--- config.mk ---
export PLATFORM = sky130hd
export DESIGN_NAME = motor_travel_range_guard
export DESIGN_NICKNAME = d
export VERILOG_FILES = /design/src/include/range_guard_pkg.sv /design/src/logic/span_tracker.sv /design/src/logic/motor_travel_range_guard.sv
export SDC_FILE = /design/constraint.sdc
export NUM_CORES = 1
export LEC_CHECK = 0
export ABC_AREA = 1
export BUFFER_PORTS_ARGS = -buffer_cell sky130_fd_sc_hd__clkbuf_2
export CORE_MARGIN = 1
export CORE_UTILIZATION = 65
export DETAILED_ROUTE_END_ITERATION = 12
export GPL_ROUTABILITY_DRIVEN = 0
export PLACE_DENSITY = 0.84
export SLEW_MARGIN = 20
export SYNTH_ARGS = -nofsm -noshare
export SYNTH_HDL_FRONTEND = slang
export SYNTH_HIERARCHICAL = 1
export SYNTH_SLANG_ARGS = --single-unit
--- constraint.sdc ---
create_clock -name core_clk_i -period 7.2 [get_ports core_clk_i]
set_clock_uncertainty 0.2 [all_clocks]
set_input_delay 0.72 -clock core_clk_i [delete_from_list [all_inputs] [get_ports core_clk_i]]
set_output_delay 0.72 -clock core_clk_i [all_outputs]
set_load 0.05 [all_outputs]
--- src/include/range_guard_pkg.sv ---
// Shared types and constants for the travel range guard.
// Assumes positions are signed 32-bit counts sampled on the control clock.
package range_guard_pkg;

    localparam int POS_W = 32;
    localparam logic [9:0] MARGIN_MAX = 10'h3E8;
    localparam logic [9:0] MARGIN_RST = 10'h00A;
    localparam logic [1:0] STOP_SEQ_RST = 2'h0;

    // Control mode encoding seen on mode_i
    typedef enum logic [1:0] {
        MODE_POSITION = 2'h0,
        MODE_VELOCITY = 2'h1,
        MODE_TORQUE = 2'h2,
        MODE_FULL_CLOSED = 2'h3
    } ctrl_mode_t;

    // One-hot alarm sequencer states
    typedef enum logic [2:0] {
        ST_WATCH = 3'h1,
        ST_DECEL = 3'h2,
        ST_STOPPED = 3'h4
    } guard_state_t;

    // Drive condition flags that arrive together
    typedef struct packed {
        logic servo_on;
        logic dev_clear;
        logic trial_toggle;
        logic pos_init;
        logic freq_resp;
    } drive_cond_t;

    // Position command sample
    typedef struct packed {
        logic valid;
        logic signed [POS_W-1:0] delta;
    } pos_cmd_t;

endpackage : range_guard_pkg

--- src/logic/span_tracker.sv ---
// Command span tracker: holds how far commands have reached each side.
// Assumes deltas arrive on the same clock; clear is synchronous.
`timescale 1ns/1ps
module span_tracker (
    // Clock and reset
    input wire logic core_clk_i,
    input wire logic reset_n_i,
    // Control
    input wire logic clear_i,
    input wire range_guard_pkg::pos_cmd_t cmd_i,
    // Span outputs, relative to the reference point
    output logic signed [range_guard_pkg::POS_W-1:0] cmd_sum_o,
    output logic signed [range_guard_pkg::POS_W-1:0] span_hi_o,
    output logic signed [range_guard_pkg::POS_W-1:0] span_lo_o
);
    import range_guard_pkg::*;

    logic signed [POS_W-1:0] sum_nxt;
    logic signed [POS_W-1:0] hi_nxt;
    logic signed [POS_W-1:0] lo_nxt;

    // Running command sum, then widen the span in either direction
    assign sum_nxt = cmd_sum_o + cmd_i.delta;
    assign hi_nxt = (sum_nxt > span_hi_o) ? sum_nxt : span_hi_o;
    assign lo_nxt = (sum_nxt < span_lo_o) ? sum_nxt : span_lo_o;

    // Power-up clears via reset; clear_i holds the span at zero
    always_ff @(posedge core_clk_i or negedge reset_n_i) begin
        if (!reset_n_i) begin
            cmd_sum_o <= '0;
            span_hi_o <= '0;
            span_lo_o <= '0;
        end else if (clear_i) begin
            cmd_sum_o <= '0;
            span_hi_o <= '0;
            span_lo_o <= '0;
        end else if (cmd_i.valid) begin
            cmd_sum_o <= sum_nxt;
            span_hi_o <= hi_nxt;
            span_lo_o <= lo_nxt;
        end
    end

    span_zero_a: assert property (@(posedge core_clk_i) disable iff (!reset_n_i)
        clear_i |=> (span_hi_o == 0 && span_lo_o == 0 && cmd_sum_o == 0))
        else $error("span not zero after clear");

    span_order_a: assert property (@(posedge core_clk_i) disable iff (!reset_n_i)
        span_lo_o <= cmd_sum_o && cmd_sum_o <= span_hi_o)
        else $error("command sum outside span");

endmodule : span_tracker

--- src/logic/motor_travel_range_guard.sv ---
// Travel range guard: alarms when the motor leaves the commanded span
// widened by a margin, then runs the alarm stop sequence.
// Assumes all status inputs come from logic on core_clk_i; positions in counts.
`timescale 1ns/1ps
module motor_travel_range_guard (
    // Clock and reset
    input wire logic core_clk_i,
    input wire logic reset_n_i,
    // Drive status
    input wire range_guard_pkg::ctrl_mode_t mode_i,
    input wire range_guard_pkg::drive_cond_t cond_i,
    input wire logic alarm_clear_i,
    // Configuration
    input wire logic [9:0] working_range_margin_i,
    input wire logic [1:0] alarm_stop_sequence_i,
    input wire logic margin_load_i,
    // Position command and feedback
    input wire range_guard_pkg::pos_cmd_t cmd_i,
    input wire logic signed [range_guard_pkg::POS_W-1:0] motor_pos_i,
    input wire logic motor_stopped_i,
    // Alarm and stop outputs
    output logic software_limit_alarm_o,
    output logic decel_req_o,
    output logic [1:0] stop_seq_o,
    output logic stopped_o
);
    import range_guard_pkg::*;

    localparam int EXT_W = POS_W + 2;

    guard_state_t state_r;
    guard_state_t state_nxt;
    logic [9:0] margin_r;
    logic trial_r;
    logic signed [POS_W-1:0] ref_pos_r;
    logic alarm_r;
    logic decel_r;
    logic [1:0] seq_r;
    logic stopped_r;
    logic signed [POS_W-1:0] cmd_sum;
    logic signed [POS_W-1:0] span_hi;
    logic signed [POS_W-1:0] span_lo;
    logic signed [EXT_W-1:0] win_hi;
    logic signed [EXT_W-1:0] win_lo;
    logic signed [EXT_W-1:0] pos_ext;
    logic trial_edge;
    logic mode_pos;
    logic span_clear;
    logic check_en;
    logic outside;
    logic margin_ok;

    // Qualifying conditions for the check and for span clearing
    assign mode_pos = (mode_i == MODE_POSITION) || (mode_i == MODE_FULL_CLOSED);
    assign trial_edge = cond_i.trial_toggle ^ trial_r;
    assign span_clear = cond_i.dev_clear || !cond_i.servo_on || !mode_pos
        || trial_edge || cond_i.pos_init;
    assign check_en = mode_pos && cond_i.servo_on && !cond_i.freq_resp;
    assign margin_ok = working_range_margin_i <= MARGIN_MAX;

    // Window is span around the reference point plus margin each side;
    // with no commands the span is zero, so it is margin around position
    assign win_hi = EXT_W'(ref_pos_r) + EXT_W'(span_hi) + EXT_W'($signed({1'b0, margin_r}));
    assign win_lo = EXT_W'(ref_pos_r) + EXT_W'(span_lo) - EXT_W'($signed({1'b0, margin_r}));
    assign pos_ext = EXT_W'(motor_pos_i);
    assign outside = check_en && ((pos_ext > win_hi) || (pos_ext < win_lo));

    // Span starts empty at power-up through the shared reset
    span_tracker u_span (
        .core_clk_i(core_clk_i),
        .reset_n_i(reset_n_i),
        .clear_i(span_clear),
        .cmd_i(cmd_i),
        .cmd_sum_o(cmd_sum),
        .span_hi_o(span_hi),
        .span_lo_o(span_lo)
    );

    // Alarm stop sequencer
    always_comb begin
        state_nxt = state_r;
        case (state_r)
            ST_WATCH: begin
                if (outside) begin
                    state_nxt = ST_DECEL;
                end
            end
            ST_DECEL: begin
                if (motor_stopped_i) begin
                    state_nxt = ST_STOPPED;
                end
            end
            ST_STOPPED: begin
                if (alarm_clear_i) begin
                    state_nxt = ST_WATCH;
                end
            end
            default: begin
                state_nxt = ST_WATCH;
            end
        endcase
    end

    // Margin is taken only when in range; out-of-range loads are ignored
    always_ff @(posedge core_clk_i or negedge reset_n_i) begin
        if (!reset_n_i) begin
            margin_r <= MARGIN_RST;
        end else if (margin_load_i && margin_ok) begin
            margin_r <= working_range_margin_i;
        end
    end

    // Reference point follows the motor while the span is cleared
    always_ff @(posedge core_clk_i or negedge reset_n_i) begin
        if (!reset_n_i) begin
            ref_pos_r <= '0;
            trial_r <= 1'b0;
        end else begin
            trial_r <= cond_i.trial_toggle;
            if (span_clear) begin
                ref_pos_r <= motor_pos_i;
            end
        end
    end

    // Sequencer state and registered outputs
    always_ff @(posedge core_clk_i or negedge reset_n_i) begin
        if (!reset_n_i) begin
            state_r <= ST_WATCH;
            alarm_r <= 1'b0;
            decel_r <= 1'b0;
            seq_r <= STOP_SEQ_RST;
            stopped_r <= 1'b0;
        end else begin
            state_r <= state_nxt;
            alarm_r <= (state_nxt != ST_WATCH);
            decel_r <= (state_nxt == ST_DECEL);
            stopped_r <= (state_nxt == ST_STOPPED);
            if (state_r == ST_WATCH && outside) begin
                seq_r <= alarm_stop_sequence_i;
            end
        end
    end

    // Cheap trade: outputs mirror flops, one cycle after the trip
    assign software_limit_alarm_o = alarm_r;
    assign decel_req_o = decel_r;
    assign stop_seq_o = seq_r;
    assign stopped_o = stopped_r;

    // Checks on the trip, the gating conditions and the captured sequence
    alarm_trip_a: assert property (@(posedge core_clk_i) disable iff (!reset_n_i)
        (state_r == ST_WATCH && outside) |=> software_limit_alarm_o && decel_req_o)
        else $error("alarm missed on window exit");

    mode_gate_a: assert property (@(posedge core_clk_i) disable iff (!reset_n_i)
        (state_r == ST_WATCH && !check_en) |=> !software_limit_alarm_o)
        else $error("alarm outside qualifying mode");

    freq_block_a: assert property (@(posedge core_clk_i) disable iff (!reset_n_i)
        (cond_i.freq_resp && state_r == ST_WATCH) |=> !decel_req_o)
        else $error("alarm during frequency response");

    margin_range_a: assert property (@(posedge core_clk_i) disable iff (!reset_n_i)
        margin_r <= MARGIN_MAX)
        else $error("margin beyond range");

    stop_seq_a: assert property (@(posedge core_clk_i) disable iff (!reset_n_i)
        (state_r == ST_WATCH && outside) |=> stop_seq_o == $past(alarm_stop_sequence_i))
        else $error("stop sequence not captured");

    alarm_hold_a: assert property (@(posedge core_clk_i) disable iff (!reset_n_i)
        (software_limit_alarm_o && !alarm_clear_i) |=> software_limit_alarm_o)
        else $error("alarm dropped without clear");

    vel_clear_a: assert property (@(posedge core_clk_i) disable iff (!reset_n_i)
        (!mode_pos) |=> (span_hi == 0 && span_lo == 0))
        else $error("span kept in velocity or torque");

    trial_clear_a: assert property (@(posedge core_clk_i)
        disable iff (!reset_n_i) ($changed(cond_i.trial_toggle) || cond_i.pos_init)
        |=> (cmd_sum == 0 && span_hi == 0))
        else $error("span not cleared on trial or init");

    // Checks on the stop handshake, the alarm release and the margin load
    stop_done_a: assert property (@(posedge core_clk_i) disable iff (!reset_n_i)
        (state_r == ST_DECEL && motor_stopped_i) |=> (stopped_o && !decel_req_o))
        else $error("stop not reported after motor halt");

    clear_refused_a: assert property (@(posedge core_clk_i) disable iff (!reset_n_i)
        (state_r == ST_DECEL && alarm_clear_i) |=> software_limit_alarm_o)
        else $error("alarm cleared while still decelerating");

    alarm_release_a: assert property (@(posedge core_clk_i) disable iff (!reset_n_i)
        (state_r == ST_STOPPED && alarm_clear_i) |=> (!software_limit_alarm_o && !stopped_o))
        else $error("alarm not released by clear");

    ref_follow_a: assert property (@(posedge core_clk_i) disable iff (!reset_n_i)
        span_clear |=> (ref_pos_r == $past(motor_pos_i)))
        else $error("reference not following motor");

    dev_clear_a: assert property (@(posedge core_clk_i) disable iff (!reset_n_i)
        (cond_i.dev_clear || !cond_i.servo_on) |=> (cmd_sum == 0 && span_lo == 0 && span_hi == 0))
        else $error("span kept while deviation cleared");

    margin_take_a: assert property (@(posedge core_clk_i) disable iff (!reset_n_i)
        (margin_load_i && margin_ok) |=> (margin_r == $past(working_range_margin_i)))
        else $error("legal margin not taken");

    margin_keep_a: assert property (@(posedge core_clk_i) disable iff (!reset_n_i)
        (margin_load_i && !margin_ok) |=> (margin_r == $past(margin_r)))
        else $error("illegal margin taken");

endmodule : motor_travel_range_guard

==> results.md <==
- The flow ran to the end, and the final reports show no timing, DRC or antenna violations.
- In this run the clock root is driven by a sky130_fd_sc_hd__clkbuf_16.
- The signal on the critical path passes through fa_1, ha_1, fa_1, nand3_1, nand2_1, a21oi_2, inv_2, a21oi_2, o21ai_1, xor2_1, ha_1, nand2_1, nor2_2, nand2_1, nor2_1, nand2_1, nand2_1, nor2_1, nand3_1, nand3_2, nand2_2, nand3_2, nand2_1, nand2_1.
- The Yosys step of the flow raised 6 warnings.
- The share of flip-flops with an asynchronous set or reset is 100%.
- The aggregate global routing overflow is 0.
- The count of flip-flops with a built-in enable after synthesis is 0.
- The pre-antenna-repair detailed-routing pass consisted of 7 iterations.
- The static power due to leakage is 9.84 nW.
- The worst setup path is captured at a flip-flop.
- The maximum ir drop on the vdd rail is 0.151 mV.
- The via count of the first global-routing pass was 15900.
- After synthesis, the cell types taking the most area are sky130_fd_sc_hd__dfrtp_1 (21%), sky130_fd_sc_hd__ha_1 (20%), sky130_fd_sc_hd__nand2_1 (15%).
- Across the run, the number of max-cap violations was 0.
- Setup repair after global routing left no endpoint under its margin.
- The remaining antenna violation count after routing is 0.
- The arrival time at the worst endpoint is 4.86 ns.
- After synthesis the netlist holds a flip-flop and latch count of 147.
- The HPWL reported at the end of detailed placement is 37300 µm.
- Once the floorplan was initialized, standard cells occupied 66.4% of the core.
- In the synthesized netlist the dominant register cell turns out to be sky130_fd_sc_hd__dfrtp_1.
- Entering global routing, the biggest net connects 79 pins.
- STA classifies the critical path startpoint as a flip-flop.
- The filler-free cell count of the finished design is 2860.
- The library cell contributing the largest single delay on the critical path is sky130_fd_sc_hd__dfstp_2.
- The cell area that synthesis handed to floorplanning was 16800 µm².
- The class of the worst hold path is primary input to asynchronous set/reset pin.
- For this design, the CTS-stage hold fixing added 0 buffers.
- The via count is 16400.
- The number of cells on the worst reg-to-reg path is 24.
- The initial antenna violation count is 0.
- Counting every instance in the synthesized netlist gives 2441.
- Headroom to the max-slew limit came out at 44.9%.
- The count of endpoints failing hold in the final timing report came to 0.
- The count of input and output buffers is 93.
- The H-tree level count is 4.
- The total of cells resized after clock tree synthesis is 0.
- 94 I/O pins were placed.
- The number of antenna diodes in the final layout is 0.
- The post-route DRC violation count is 0.
- The count of cell types in the netlist is 56.
- The fraction of final layout cells sized beyond drive strength 1 is 9.29%.
- After clock tree synthesis, the setup repair step added 0 buffers.
- The synthesis-to-finish area growth is 7.92%.
- In this run the power density over the cells is 165 nW/µm².
- The most frequent cell after synthesis is sky130_fd_sc_hd__nand2_1.
- After clock tree synthesis, the clock-pin slew on the worst setup and hold paths is 0.07 ns.
- The top cell type by total area after synthesis is sky130_fd_sc_hd__dfrtp_1.
- The total core area is 25300 µm².
- The routed length per placed instance is 16.5 µm.
- The final core utilization is 71.7%.
- Synthesis produced a netlist with a net count of 2823.
- The worst setup path is of the flip-flop to flip-flop kind.
- The final layout contains routed wiring with a total length of 47100 µm.
- The sequential fraction of the synthesis area is 22.0%.
- Of all nets on the critical path, the largest fanout is 4.
- The maximum count of clock buffers along a single path is 2.
- After detailed routing, the number of vias per cell comes to 5.75.
- Clock tree synthesis found a total of 147 sinks.
- The number of max-slew violations in the final report came to 0.
- The die boundary height is 163 µm.
- The global-route wire length before repair is 75800 µm.
- Measured along the x axis, the die boundary spans 163 µm.
- The total CTS buffers is 17.
- In this run the biggest area consumer among cell types represents 21.5% of the synthesized area.
- The starting DRC count in detailed routing is 1858.
- The placed standard-cell area is 17500 µm².
- The final critical delay including setup and external delays is 4.74 ns.
- The clock tree from TritonCTS is done.
- The count of fill cells added during filler insertion is 2055.
- For the worst-skew pair, the clock arrives at the later sink with an insertion delay of 0.43 ns.
- For the pin with the worst max-slew slack, the measured transition is 0.826 ns.
- The longest individual stage delay on the worst path is 0.59 ns.
- The setup total negative slack is 0 ns.
- Global routing consumed, over all layers together, 36.4% of the routing resources.
- The commonest cells after synthesis are sky130_fd_sc_hd__nand2_1 (671), sky130_fd_sc_hd__inv_1 (399), sky130_fd_sc_hd__ha_1 (271).
- Once layout is done, the placed cells without fillers occupy 18100 µm².
- The cell seen most often among critical-path stages is sky130_fd_sc_hd__nand2_1.
- The power consumption is 2.99 mW.
- At the worst endpoint, the required time is 7.32 ns.
- Each instance of the synthesized netlist takes up on average 6.87 µm².
- The cell row count is 58.
- The highest clock frequency the design can meet is 211 MHz.
- After the last flow step, the layout net total stands at 2899.
- The cell count after placement is 2828.
- The area enclosed by the die boundary is 26400 µm².
- The setup violation total in the final timing report is 0.
- The final critical path takes up 65.8% of the cycle.
[layout by cell type, fill, tap and decap left out, types with 4 or more instances in the layout]
cell type	netlist	layout
sky130_fd_sc_hd__o21ai_1	48	48
sky130_fd_sc_hd__a21oi_2	12	12
sky130_fd_sc_hd__o21bai_1	12	12
sky130_fd_sc_hd__nor3_1	24	24
sky130_fd_sc_hd__o21a_1	7	7
sky130_fd_sc_hd__xnor2_1	25	25
sky130_fd_sc_hd__clkbuf_16	0	17
sky130_fd_sc_hd__dfrtp_1	144	144
sky130_fd_sc_hd__a31oi_1	12	12
sky130_fd_sc_hd__inv_2	10	11
sky130_fd_sc_hd__clkbuf_2	0	92
sky130_fd_sc_hd__nor2_1	182	181
sky130_fd_sc_hd__nand3_1	142	142
sky130_fd_sc_hd__o21ai_0	77	77
sky130_fd_sc_hd__ha_1	271	271
sky130_fd_sc_hd__nor2_2	17	18
sky130_fd_sc_hd__nand2_4	4	5
sky130_fd_sc_hd__nand2_2	20	20
sky130_fd_sc_hd__nand4_1	47	47
sky130_fd_sc_hd__xor2_1	42	42
sky130_fd_sc_hd__or2_1	4	4
sky130_fd_sc_hd__nand2_1	671	670
sky130_fd_sc_hd__fa_1	22	22
sky130_fd_sc_hd__nor3_2	7	7
sky130_fd_sc_hd__nand3_2	6	6
sky130_fd_sc_hd__a21oi_1	138	138
sky130_fd_sc_hd__nand3b_1	6	6
sky130_fd_sc_hd__buf_4	4	4
sky130_fd_sc_hd__a21o_1	7	7
sky130_fd_sc_hd__inv_1	399	398
[per-stage QoR]
stage	hold WS, ns	setup slack, ns
6_report	0.105	2.46
3_3_place_gp	0.260	2.56
4_1_cts	0.117	2.54
2_1_floorplan	0.224	3.20
5_1_grt	0.148	2.22
3_5_place_dp	0.260	2.45
[final cells by class]
| class | instances | area (µm²) | area share, % |
|---|---|---|---|
| tap | 330 | 413 | 2.28 |
| multi-input combinational | 1844 | 11300 | 62.6 |
| clock buffer | 21 | 470 | 2.60 |
| sequential | 147 | 3680 | 20.3 |
| timing repair buffer | 98 | 513 | 2.83 |
| inverter | 409 | 1540 | 8.48 |
| clock inverter | 11 | 149 | 0.823 |
[state kept, by name, indices dropped and copies added (netlist names)]
name,flops
ref_pos_r,32
u_span/cmd_sum_o,32
u_span/span_hi_o,32
u_span/span_lo_o,32
margin_r,10
state_r,3
stop_seq_o,2
decel_req_o,1
software_limit_alarm_o,1
stopped_o,1
trial_r,1
[metal layers]
metal / up-vias / GRT usage, % / wire (µm) / part of all wire (%)
met1: 7515 / 47.5 / 19900 / 42
met4: 0 / 14.3 / 1740 / 3.7
met3: 139 / 4.33 / 3820 / 8.1
met5: - / 0 / 0 / 0
li1: 8046 / - / - / -
met2: 741 / 61.3 / 21700 / 46
[worst max-delay path: cells and delay by family, from the launching register on]
family	cells	cell delay, ns
AO/OA/AOI/OAI	3	0.74
AND/OR/NAND/NOR	15	1.44
adder cells (fa/ha/maj)	4	1.41
buffers and inverters	1	0.07
XOR/XNOR	1	0.17
flip-flops	1	0.59
[cells by family (layout without fill, tap and decap cells)]
kind of cell	after synthesis	in the layout	synth area share, %
simple gates	1146	1146	29.6
xor+xnor	70	70	3.79
flops	147	147	22.0
fa+ha+maj	293	293	22.8
compound gates	332	332	11.1
mux	3	3	0.201
buf+inv	450	539	10.5
[worst paths after layout]
check                               from                   end  slack (ns)
hold reg to reg            stop_seq_o[0]         stop_seq_o[0]        0.27
hold / removal                 reset_n_i   u_span/cmd_sum_o[0]        0.11
setup / recovery             margin_r[1]         stop_seq_o[0]        2.46
max in group asynchronous      reset_n_i  u_span/span_lo_o[24]        5.52
setup reg to reg             margin_r[1]         stop_seq_o[0]        2.46
min in group core_clk_i        cond_i[2]               trial_r        0.23
[report_power, final]
part	internal, mW	leakage, nW	switching (mW)
clock network	0.575	0.296	0.374
registers	0.864	1.94	0.0324
logic	0.409	7.60	0.735
No activity file was read; power rests on OpenSTA's default activity.
